### src/include/efdt_pkg.sv
// Constants for the extra FIFO busmaster transfer block
package efdt_pkg;
   // Register indices; the byte address is four times the index
   localparam int IDX_W = 10;
   localparam logic [9:0] IDX_COMMAND = 10'h064;
   localparam logic [9:0] IDX_STATUS = 10'h06E;
   localparam logic [9:0] IDX_NOTIFY = 10'h0C9;
   localparam logic [9:0] IDX_TIMEOUT = 10'h0CA;
   localparam logic [9:0] IDX_SLOW_USER_LEN = 10'h0D2;
   localparam logic [9:0] IDX_SLOW_USER_POS = 10'h0D3;
   localparam logic [9:0] IDX_SLOW_CARD_LEN = 10'h0D4;
   localparam logic [9:0] IDX_SLOW_BUF_LEN = 10'h0D5;
   localparam logic [9:0] IDX_SLOW_BASE = 10'h0D6;
   localparam logic [9:0] IDX_STAMP_USER_LEN = 10'h0DC;
   localparam logic [9:0] IDX_STAMP_USER_POS = 10'h0DD;
   localparam logic [9:0] IDX_STAMP_CARD_LEN = 10'h0DE;
   localparam logic [9:0] IDX_STAMP_BUF_LEN = 10'h0DF;
   localparam logic [9:0] IDX_STAMP_BASE = 10'h0E0;
   localparam logic [9:0] IDX_POLL_LO = 10'h0E1;
   localparam logic [9:0] IDX_POLL_HI = 10'h0E2;
   // Per stream index tables: element 0 is slow data, element 1 is timestamps
   localparam logic [1:0][9:0] IDX_USER_LEN = {IDX_STAMP_USER_LEN, IDX_SLOW_USER_LEN};
   localparam logic [1:0][9:0] IDX_USER_POS = {IDX_STAMP_USER_POS, IDX_SLOW_USER_POS};
   localparam logic [1:0][9:0] IDX_CARD_LEN = {IDX_STAMP_CARD_LEN, IDX_SLOW_CARD_LEN};
   localparam logic [1:0][9:0] IDX_BUF_LEN = {IDX_STAMP_BUF_LEN, IDX_SLOW_BUF_LEN};
   localparam logic [1:0][9:0] IDX_BASE = {IDX_STAMP_BASE, IDX_SLOW_BASE};
   localparam int NUM_STREAMS = 2;
   // Command codes, combinable in one write
   localparam logic [31:0] CMD_EXTRA_START = 32'h0000_1000;
   localparam logic [31:0] CMD_EXTRA_WAIT = 32'h0020_0000;
   localparam logic [31:0] CMD_EXTRA_STOP = 32'h0040_0000;
   localparam logic [31:0] CMD_EXTRA_POLL = 32'h0080_0000;
   // Status bit positions
   localparam int ST_DMA_ACTIVE = 0;
   localparam int ST_POLL_ACTIVE = 1;
   localparam int ST_WAIT_BUSY = 2;
   localparam int ST_WAIT_TIMEOUT = 3;
   localparam int ST_HEAD_KIND = 4;
   localparam int ST_HEAD_VALID = 5;
   localparam int ST_BLOCK_READY = 12;
   localparam int ST_TRANSFER_END = 13;
   localparam int ST_OVERRUN = 14;
   localparam int ST_ERROR = 15;
   // Data path
   localparam logic [31:0] ENTRY_BYTES = 32'h0000_0008;
   localparam int FIFO_AW = 4;
   localparam int FIFO_DEPTH = 16;
   localparam logic [31:0] RESET_WORD = 32'h0000_0000;
   localparam logic [1:0] RESP_OKAY = 2'h0;
   localparam logic [1:0] RESP_SLVERR = 2'h2;
   // Timing: wait timeout counts in milliseconds
   localparam int MS_NS = 1000000;
   localparam int CLK_NS = 5;
   localparam int MS_CYCLES_DEF = MS_NS / CLK_NS;
endpackage : efdt_pkg

### src/verilog/efdt_extra_dma.sv
// Extra FIFO and its busmaster transfer engine with AXI4-Lite registers
//
// Function
// - Own DMA engine, independent of main path
// - One FIFO holds slow data and timestamps
// - Combined command codes executed together, except start with poll; a wait sent with a start acts only if DMA is already active
// - Start command begins DMA mode transfer
// - Wait ends on end, block or timeout
// - Stop aborts transfer, data invalidated
// - Poll reads without DMA; modes exclusive
// - Block ready flag on notify-size block
// - End flag only when notify is zero
// - Overrun flag on FIFO overflow during transfer
// - Error flag on internal transfer fault
// - Card to host only, no offset
// - Notify zero reports only at end
// - User length gives newly filled bytes
// - User position gives start of data
// - Start clears user length, card length full
// - User length steps by notify size
// - Scatter transfer continues until buffer used
// - Event pulse toward host on new data
// - FIFO overrun halts transfer at once
// - Entries are 64-bit, 8-byte steps
`timescale 1ns/1ps
module efdt_extra_dma
   import efdt_pkg::*;
#(
   parameter int MS_CYCLES = MS_CYCLES_DEF
) (
   input wire logic mclk,
   input wire logic srst,
   input wire logic awvalid,
   output logic awready,
   input wire logic [11:0] awaddr,
   input wire logic wvalid,
   output logic wready,
   input wire logic [31:0] wdata,
   input wire logic [3:0] wstrb,
   output logic bvalid,
   input wire logic bready,
   output logic [1:0] bresp,
   input wire logic arvalid,
   output logic arready,
   input wire logic [11:0] araddr,
   output logic rvalid,
   input wire logic rready,
   output logic [31:0] rdata,
   output logic [1:0] rresp,
   input wire logic xfifoValid,
   input wire logic xfifoKind,
   input wire logic [63:0] xfifoData,
   output logic dmaValid,
   input wire logic dmaReady,
   output logic [31:0] dmaAddr,
   output logic [63:0] dmaData,
   output logic dmaStream,
   input wire logic dmaError,
   output logic hostEvent
);
   ////////////////////////////////////////////////////////////////////////////
   logic [9:0] awIdx;
   logic [31:0] wDataQ;
   logic [3:0] wStrbQ;
   logic wrGo;
   logic [31:0] wVal;
   logic [9:0] rdIdx;
   logic dmaActive;
   logic pollActive;
   logic waitBusy;
   logic waitTimedOut;
   logic flagBlock;
   logic flagEnd;
   logic flagOverrun;
   logic flagError;
   logic [31:0] notifySize;
   logic [31:0] timeoutMs;
   logic [31:0] msTick;
   logic [31:0] msCount;
   logic [64:0] fifoMem [FIFO_DEPTH];
   logic [FIFO_AW:0] wrPtr;
   logic [FIFO_AW:0] rdPtr;
   logic fifoEmpty;
   logic fifoFull;
   logic [64:0] head;
   logic push;
   logic pop;
   logic pollPop;
   logic canLoad;
   logic cmdWr;
   logic startReq;
   logic pollReq;
   logic stopGo;
   logic waitReq;
   logic modeClash;
   logic startGo;
   logic pollGo;
   logic overrunEv;
   logic errorEv;
   logic timeoutHit;
   logic waitClr;
   logic [NUM_STREAMS-1:0] notifyHit;
   logic [NUM_STREAMS-1:0] endHit;
   logic [NUM_STREAMS-1:0] roomOk;
   logic [31:0] statusWord;
   logic [31:0] next_rdata;
   logic rdOk;

   ////////////////////////////////////////////////////////////////////////////
   // AXI4-Lite write side: address and data taken in either order
   assign wrGo = !awready && !wready && !bvalid;

   always_comb begin
      for (int i = 0; i < 4; i++) begin
         wVal[8*i +: 8] = wStrbQ[i] ? wDataQ[8*i +: 8] : 8'h00;
      end
   end

   always_ff @(posedge mclk) begin
      if (srst) begin
         awready <= 1'b1;
         wready <= 1'b1;
         bvalid <= 1'b0;
         bresp <= RESP_OKAY;
         awIdx <= '0;
         wDataQ <= RESET_WORD;
         wStrbQ <= 4'h0;
      end else begin
         if (awvalid && awready) begin
            awIdx <= awaddr[11:2];
            awready <= 1'b0;
         end
         if (wvalid && wready) begin
            wDataQ <= wdata;
            wStrbQ <= wstrb;
            wready <= 1'b0;
         end
         if (wrGo) begin
            bvalid <= 1'b1;
            unique case (awIdx)
               IDX_COMMAND, IDX_NOTIFY, IDX_TIMEOUT, IDX_SLOW_CARD_LEN, IDX_SLOW_BUF_LEN,
               IDX_SLOW_BASE, IDX_STAMP_CARD_LEN, IDX_STAMP_BUF_LEN, IDX_STAMP_BASE:
                  bresp <= RESP_OKAY;
               default:
                  bresp <= RESP_SLVERR;
            endcase
         end
         if (bvalid && bready) begin
            bvalid <= 1'b0;
            awready <= 1'b1;
            wready <= 1'b1;
         end
      end
   end

   ////////////////////////////////////////////////////////////////////////////
   // Command decode; codes in one word act together, except start with poll, which is a clash, and wait with start, which needs DMA already active
   assign cmdWr = wrGo && (awIdx == IDX_COMMAND);
   assign stopGo = cmdWr && ((wVal & CMD_EXTRA_STOP) != RESET_WORD);
   assign startReq = cmdWr && ((wVal & CMD_EXTRA_START) != RESET_WORD);
   assign pollReq = cmdWr && ((wVal & CMD_EXTRA_POLL) != RESET_WORD);
   assign waitReq = cmdWr && ((wVal & CMD_EXTRA_WAIT) != RESET_WORD) && dmaActive;
   // A start and a poll never share the path; stop in the same word frees it
   assign modeClash = (startReq && pollReq) || (startReq && pollActive && !stopGo)
      || (pollReq && dmaActive && !stopGo);
   assign startGo = startReq && !modeClash;
   assign pollGo = pollReq && !modeClash;
   assign overrunEv = push == 1'b0 && xfifoValid && (dmaActive || pollActive);
   assign errorEv = (dmaError && dmaActive) || modeClash;

   always_ff @(posedge mclk) begin
      if (srst) begin
         dmaActive <= 1'b0;
         pollActive <= 1'b0;
      end else begin
         if (stopGo || overrunEv || errorEv) begin
            dmaActive <= 1'b0;
            pollActive <= 1'b0;
         end
         if (startGo) begin
            dmaActive <= 1'b1;
         end
         if (pollGo) begin
            pollActive <= 1'b1;
         end
      end
   end

   always_ff @(posedge mclk) begin
      if (srst) begin
         notifySize <= RESET_WORD;
         timeoutMs <= RESET_WORD;
      end else if (wrGo) begin
         if (awIdx == IDX_NOTIFY) begin
            notifySize <= wVal;
         end
         if (awIdx == IDX_TIMEOUT) begin
            timeoutMs <= wVal;
         end
      end
   end

   ////////////////////////////////////////////////////////////////////////////
   // Sticky status flags; a new start clears them, but a same-cycle event wins
   always_ff @(posedge mclk) begin
      if (srst) begin
         flagBlock <= 1'b0;
         flagEnd <= 1'b0;
         flagOverrun <= 1'b0;
         flagError <= 1'b0;
      end else begin
         flagBlock <= (|notifyHit) || (flagBlock && !startGo);
         flagEnd <= (|endHit) || (flagEnd && !startGo);
         flagOverrun <= overrunEv || (flagOverrun && !startGo);
         flagError <= errorEv || (flagError && !startGo);
      end
   end

   // One-cycle event so host software can sleep rather than spin
   always_ff @(posedge mclk) begin
      if (srst) begin
         hostEvent <= 1'b0;
      end else begin
         hostEvent <= (|notifyHit) || (|endHit);
      end
   end

   ////////////////////////////////////////////////////////////////////////////
   // Wait command: released by new data, end, fault or timeout
   assign timeoutHit = waitBusy && (timeoutMs != RESET_WORD) && (msCount >= timeoutMs);
   assign waitClr = (|notifyHit) || (|endHit) || overrunEv || errorEv || timeoutHit
      || stopGo || !dmaActive;

   always_ff @(posedge mclk) begin
      if (srst) begin
         waitBusy <= 1'b0;
         waitTimedOut <= 1'b0;
         msTick <= RESET_WORD;
         msCount <= RESET_WORD;
      end else begin
         if (waitReq) begin
            waitBusy <= 1'b1;
            waitTimedOut <= 1'b0;
            msTick <= RESET_WORD;
            msCount <= RESET_WORD;
         end else if (waitBusy) begin
            if (waitClr) begin
               waitBusy <= 1'b0;
            end
            if (timeoutHit) begin
               waitTimedOut <= 1'b1;
            end
            if (msTick == 32'(MS_CYCLES - 1)) begin
               msTick <= RESET_WORD;
               msCount <= msCount + 32'h0000_0001;
            end else begin
               msTick <= msTick + 32'h0000_0001;
            end
         end
      end
   end

   ////////////////////////////////////////////////////////////////////////////
   // Shared extra FIFO; the source cannot stall, so a full FIFO overruns
   assign fifoEmpty = (wrPtr == rdPtr);
   assign fifoFull = (wrPtr[FIFO_AW] != rdPtr[FIFO_AW])
      && (wrPtr[FIFO_AW-1:0] == rdPtr[FIFO_AW-1:0]);
   assign head = fifoMem[rdPtr[FIFO_AW-1:0]];
   assign push = xfifoValid && !fifoFull;
   assign pollPop = arvalid && arready && (araddr[11:2] == IDX_POLL_HI) && pollActive
      && !fifoEmpty;
   // One beat in flight at a time keeps the room check exact
   assign canLoad = dmaActive && !fifoEmpty && !dmaValid && roomOk[head[64]];
   assign pop = canLoad || pollPop;

   always_ff @(posedge mclk) begin
      if (push) begin
         fifoMem[wrPtr[FIFO_AW-1:0]] <= {xfifoKind, xfifoData};
      end
   end

   always_ff @(posedge mclk) begin
      if (srst) begin
         wrPtr <= '0;
         rdPtr <= '0;
      end else begin
         if (push) begin
            wrPtr <= wrPtr + 1'b1;
         end
         if (pop) begin
            rdPtr <= rdPtr + 1'b1;
         end
      end
   end

   ////////////////////////////////////////////////////////////////////////////
   // Busmaster write port toward host memory; separate from the main engine
   always_ff @(posedge mclk) begin
      if (srst) begin
         dmaValid <= 1'b0;
         dmaAddr <= RESET_WORD;
         dmaData <= '0;
         dmaStream <= 1'b0;
      end else begin
         if (dmaValid && dmaReady) begin
            dmaValid <= 1'b0;
         end
         if (canLoad) begin
            dmaValid <= 1'b1;
            dmaData <= head[63:0];
            dmaStream <= head[64];
            dmaAddr <= head[64] ? (gStr[1].base + gStr[1].fillPos)
               : (gStr[0].base + gStr[0].fillPos);
         end
      end
   end

   ////////////////////////////////////////////////////////////////////////////
   // Per stream buffer handshake
   for (genvar s = 0; s < NUM_STREAMS; s++) begin : gStr
      logic [31:0] bufLen;
      logic [31:0] base;
      logic [31:0] cardAvail;
      logic [31:0] userLen;
      logic [31:0] userPos;
      logic [31:0] fillPos;
      logic [31:0] pending;
      logic [31:0] next_cardAvail;
      logic [31:0] next_userLen;
      logic [31:0] next_userPos;
      logic [31:0] next_fillPos;
      logic [31:0] next_pending;
      logic moved;
      logic relWr;

      assign moved = dmaValid && dmaReady && (dmaStream == 1'(s));
      assign relWr = wrGo && (awIdx == IDX_CARD_LEN[s]);
      assign roomOk[s] = (cardAvail >= ENTRY_BYTES);

      always_comb begin
         next_cardAvail = cardAvail;
         next_userLen = userLen;
         next_userPos = userPos;
         next_fillPos = fillPos;
         next_pending = pending;
         notifyHit[s] = 1'b0;
         endHit[s] = 1'b0;
         if (moved) begin
            next_cardAvail = cardAvail - ENTRY_BYTES;
            next_pending = pending + ENTRY_BYTES;
            next_fillPos = (fillPos + ENTRY_BYTES >= bufLen) ? RESET_WORD
               : fillPos + ENTRY_BYTES;
         end
         if (relWr) begin
            next_cardAvail = next_cardAvail + wVal;
            next_userLen = (wVal > userLen) ? RESET_WORD : userLen - wVal;
            next_userPos = (userPos + wVal >= bufLen) ? userPos + wVal - bufLen
               : userPos + wVal;
         end
         if (notifySize != RESET_WORD && next_pending >= notifySize) begin
            next_userLen = next_userLen + notifySize;
            next_pending = next_pending - notifySize;
            notifyHit[s] = 1'b1;
         end
         if (notifySize == RESET_WORD && moved && next_cardAvail == RESET_WORD) begin
            next_userLen = next_userLen + next_pending;
            next_pending = RESET_WORD;
            endHit[s] = 1'b1;
         end
         if (stopGo) begin
            next_userLen = RESET_WORD;
            next_pending = RESET_WORD;
         end
         if (startGo) begin
            next_cardAvail = bufLen;
            next_userLen = RESET_WORD;
            next_userPos = RESET_WORD;
            next_fillPos = RESET_WORD;
            next_pending = RESET_WORD;
         end
      end

      always_ff @(posedge mclk) begin
         if (srst) begin
            cardAvail <= RESET_WORD;
            userLen <= RESET_WORD;
            userPos <= RESET_WORD;
            fillPos <= RESET_WORD;
            pending <= RESET_WORD;
         end else begin
            cardAvail <= next_cardAvail;
            userLen <= next_userLen;
            userPos <= next_userPos;
            fillPos <= next_fillPos;
            pending <= next_pending;
         end
      end

      always_ff @(posedge mclk) begin
         if (srst) begin
            bufLen <= RESET_WORD;
            base <= RESET_WORD;
         end else if (wrGo) begin
            if (awIdx == IDX_BUF_LEN[s]) begin
               bufLen <= wVal;
            end
            if (awIdx == IDX_BASE[s]) begin
               base <= wVal;
            end
         end
      end
   end

   ////////////////////////////////////////////////////////////////////////////
   // AXI4-Lite read side
   always_comb begin
      statusWord = RESET_WORD;
      statusWord[ST_DMA_ACTIVE] = dmaActive;
      statusWord[ST_POLL_ACTIVE] = pollActive;
      statusWord[ST_WAIT_BUSY] = waitBusy;
      statusWord[ST_WAIT_TIMEOUT] = waitTimedOut;
      statusWord[ST_HEAD_KIND] = head[64] && !fifoEmpty;
      statusWord[ST_HEAD_VALID] = !fifoEmpty;
      statusWord[ST_BLOCK_READY] = flagBlock;
      statusWord[ST_TRANSFER_END] = flagEnd;
      statusWord[ST_OVERRUN] = flagOverrun;
      statusWord[ST_ERROR] = flagError;
   end

   assign rdIdx = araddr[11:2];

   always_comb begin
      next_rdata = RESET_WORD;
      rdOk = 1'b1;
      unique case (rdIdx)
         IDX_STATUS: next_rdata = statusWord;
         IDX_NOTIFY: next_rdata = notifySize;
         IDX_TIMEOUT: next_rdata = timeoutMs;
         IDX_SLOW_USER_LEN: next_rdata = gStr[0].userLen;
         IDX_SLOW_USER_POS: next_rdata = gStr[0].userPos;
         IDX_SLOW_BUF_LEN: next_rdata = gStr[0].bufLen;
         IDX_SLOW_BASE: next_rdata = gStr[0].base;
         IDX_STAMP_USER_LEN: next_rdata = gStr[1].userLen;
         IDX_STAMP_USER_POS: next_rdata = gStr[1].userPos;
         IDX_STAMP_BUF_LEN: next_rdata = gStr[1].bufLen;
         IDX_STAMP_BASE: next_rdata = gStr[1].base;
         IDX_POLL_LO: next_rdata = fifoEmpty ? RESET_WORD : head[31:0];
         IDX_POLL_HI: next_rdata = fifoEmpty ? RESET_WORD : head[63:32];
         default: rdOk = 1'b0;
      endcase
   end

   always_ff @(posedge mclk) begin
      if (srst) begin
         arready <= 1'b1;
         rvalid <= 1'b0;
         rdata <= RESET_WORD;
         rresp <= RESP_OKAY;
      end else begin
         if (arvalid && arready) begin
            arready <= 1'b0;
            rvalid <= 1'b1;
            rdata <= next_rdata;
            rresp <= rdOk ? RESP_OKAY : RESP_SLVERR;
         end
         if (rvalid && rready) begin
            rvalid <= 1'b0;
            arready <= 1'b1;
         end
      end
   end
endmodule : efdt_extra_dma

### config.mk
export PLATFORM = sky130hd
export DESIGN_NAME = efdt_extra_dma
export DESIGN_NICKNAME = d
export VERILOG_FILES = /design/src/include/efdt_pkg.sv /design/src/verilog/efdt_extra_dma.sv
export SDC_FILE = /design/constraint.sdc
export NUM_CORES = 2
export LEC_CHECK = 0
export BUFFER_PORTS_ARGS = -buffer_cell sky130_fd_sc_hd__buf_2
export CELL_PAD_IN_SITES_DETAIL_PLACEMENT = 0
export CELL_PAD_IN_SITES_GLOBAL_PLACEMENT = 2
export CORE_MARGIN = 5
export CORE_UTILIZATION = 46
export CTS_BUF_LIST = sky130_fd_sc_hd__clkbuf_8 sky130_fd_sc_hd__clkbuf_16
export DETAILED_ROUTE_END_ITERATION = 8
export PLACE_DENSITY_LB_ADDON = 0.1
export SETUP_SLACK_MARGIN = 0.2
export SLEW_MARGIN = 10
export SYNTH_ARGS = -nofsm -noshare
export SYNTH_HDL_FRONTEND = slang
export SYNTH_SLANG_ARGS = --single-unit
### constraint.sdc
create_clock -name mclk -period 25.1 [get_ports mclk]
set_input_delay 2.51 -clock mclk [delete_from_list [all_inputs] [get_ports mclk]]
set_output_delay 2.51 -clock mclk [all_outputs]
set_load 0.005 [all_outputs]
==> flow_summary.toml <==
[global_route]
grt_overflow_total = 0
grt_max_degree = 138
grt_util_all_layers_pct = 32.1
grt_pass1_vias = 74112
antenna_found_initial = 44
grt_pass1_wl_mm = 536

[synth]
yosys.cell_types.count = 106
syn_inst = 9512
yosys.area_share.simple_pct = 12.9
async_reset_ff_share_pct = 0
synth_top_family_by_area = "compound AO/OA/AOI/OAI gates"
yosysWarningCount = 0
ys.flop_type = "edfxtp_1"
synth_area_um2 = 100000
synth_seq_cells = 1816
synth_edf_count = 1040
yosys.area_share.adder_pct = 7.74
synthXorXnorAreaFrac_pct = 5.75
synth_compound_area_share_pct = 15.3
avgSynthCellArea_um2 = 10.6
muxShareOfSynthArea_pct = 8.77
synth-seq-area-share_pct = 46.6

[clocking]
ctsHoldBuffers = 0
cts_setup_buffers = 0
htreeDepth = 4
cts_tree = "yes"
cts_buffers = 199
clock-sinks = 1816
clock_latency_ns = 0.90
cts_resized = 0
root_buffer = "clkbuf_16"
clk_path_buf_depth = 3
clk_pin_slew_ns = 0.06

[sta]
finClkSkew_ns = 0.0989
setup_viol = 0
setup_tns_ns = 0
fmax_ghz = 0.0868
worstMarginPinSlew_ns = 1.42
fin_crit_ns = 11.52
hold_violations = 0
max_slew_margin_pct = 5.50
fin_hold_ws_ns = 0.450
grt_setup_unrepaired = "no"
slew_viol_final = 0
fin_crit_sh_pct = 45.9

[power]
p_comb_share_pct = 4.6
internal_power_w = 0.00507
netSwitchingPower_w = 0.00154
clkPwrFrac_pct = 47.3
seqPwrFrac_pct = 48.1
total_power_w = 0.00661
ir_worst_vdd_mv = 0.0720
powerDensity_nw_per_um2 = 58.7
total_leakage_power_nw = 43.7
p_sw_share_pct = 23.3

[drt]
drt_first_iter_violations = 8637
first_pass_iters = 6
via_per_inst = 6.15
wire_per_inst_um = 29.7
routed-via-count = 78418
wirelength_mm = 379
detail-route-antenna-nets = 0
drc = 0

[floorplanning]
core_area_um2 = 217000
rows = 171
dieArea_um2 = 228000
initial_utilization_pct = 46.3
io_pins = 275
die_height_um = 477
die_x_um = 477

[worst_setup_path]
crit_type = "in -> reg"
worstSetupStartpointType = "primary input"
cp_slowest_cell = "and3b_1"
worstPathArrival_ns = 12.24
critical-path-max-stage-delay_ns = 0.76
endpoint_kind = "flop"
crit_required_ns = 25.81
path_common_cell = "a21oi_1"
critPathMaxFanout = 54

[layout]
final_nets = 10445
drive_above_1_share_pct = 12.7
fin_util_pct = 51.8
mostFrequentLayoutCell = "edfxtp_1"
fill_cells = 19369
syn_to_final_growth_pct = 11.9
layout_common_cells = "edfxtp_1, nand2_1, a21oi_1"
regArea_um2 = 46800
final_area_um2 = 112000
multi_input_area_um2 = 51100

[place]
post_dp_cell_area_um2 = 105000
dp_hpwl_mm = 272
io_buffers = 268
place.gp.congestion = 0.975

[flow_run]
cap_violations = 0

[min_path]
min_path_type = "reg -> reg"

[outcome]
status = "complete, no violations"
==> power groups by stage <==
stage          logic (W)  registers, W  clock network, W
6_report        0.000302       0.00318           0.00313
5_1_grt         0.000322       0.00318           0.00331
4_1_cts         0.000298       0.00318           0.00318
3_5_place_dp    0.000297       0.00324                 0
3_3_place_gp    0.000294       0.00324                 0
2_1_floorplan   0.000172       0.00324                 0
==> final cells by class <==
type	count	share of cell area, %
diodes	21	0.0467
clock buffers	230	4.88
clock inverters	147	1.44
inverters	339	1.13
multi-input cells	6919	45.4
flip-flops and latches	1816	41.6
well taps	2854	3.18
repair buffers	422	2.30
==> cell usage after synthesis (95+ instances only) <==
| cell | n | area (um2) |
|---|---|---|
| a211oi_1 | 146 | 1100 |
| a21o_1 | 273 | 2050 |
| a21oi_1 | 825 | 4130 |
| a22oi_1 | 169 | 1270 |
| and3_1 | 153 | 957 |
| clkbuf_1 | 373 | 1400 |
| dfxtp_1 | 776 | 15500 |
| edfxtp_1 | 1040 | 31200 |
| ha_1 | 599 | 7490 |
| inv_1 | 337 | 1260 |
| mux4_2 | 325 | 7320 |
| nand2_1 | 1033 | 3880 |
| nand2b_1 | 95 | 594 |
| nand3_1 | 217 | 1090 |
| nand4_1 | 100 | 626 |
| nor2_1 | 752 | 2820 |
| nor3_1 | 146 | 731 |
| o21ai_0 | 319 | 1600 |
| xnor2_1 | 396 | 3470 |
| xor2_1 | 263 | 2300 |
==> metal layers <==
metal	wire length [um]	vias to the layer above	GRT usage [%]
met1	154000	38473	42.2
met2	168000	3411	50.0
met5	221	-	0.378
li1	-	35881	-
met4	20700	18	14.8
met3	35600	635	8.35
==> flip-flops by register name, summed over array words and instances, names as in the netlist, 4 cells and up, named ones only <==
name and flops:
gStr.base 64, gStr.pending 64, rdPtr 5, awIdx 10
fifoMem 1040, gStr.fillPos 58, rdata 32, dmaData 64
msCount 32, dmaAddr 32, msTick 32, gStr.userPos 64
timeoutMs 32, gStr.bufLen 64, notifySize 32, wDataQ 32
wrPtr 5, wStrbQ 4, gStr.cardAvail 64, gStr.userLen 64
==> worst paths after layout <==
kind / start / to / slack, ns / cells past startpoint
worst min register to register: wDataQ[31]$_SDFFE_PP0P_ / wDataQ[31]$_SDFFE_PP0P_ / 0.45 / 2
worst min-delay path: wDataQ[31]$_SDFFE_PP0P_ / wDataQ[31]$_SDFFE_PP0P_ / 0.45 / 2
worst max register to register: wStrbQ[0]$_SDFFE_PP0P_ / gStr[0].userLen[31]$_SDFF_PP0_ / 14.16 / 38
worst max-delay path: dmaReady / gStr[0].userLen[30]$_SDFF_PP0_ / 13.58 / 31
==> cell families (layout without fill, tap and decap cells) <==
logic type	Yosys count	count (layout)
simple gates	2818	2818
xor+xnor	659	659
flops	1816	1816
fa+ha+maj	613	613
buf+inv	778	1138
mux	468	468
compound gates	2359	2359
other cells	1	23
==> stage by stage <==
stage,std cells,setup WS (ns)
floorplan,9513,15.25
global placement,12349,12.91
detailed placement,12349,12.94
CTS,12726,13.74
global route,12731,12.92
finish,12748,13.58
==> critical path, delay by kind of cell <==
kind	cells	cell delay (ns)
adder cells (fa/ha/maj)	3	1.03
buffers and inverters	3	0.71
XOR/XNOR	2	0.28
AO/OA/AOI/OAI	14	3.91
AND/OR/NAND/NOR	8	3.28
multiplexers	1	0.42
Note: power is estimated with default switching activity, not from simulation.
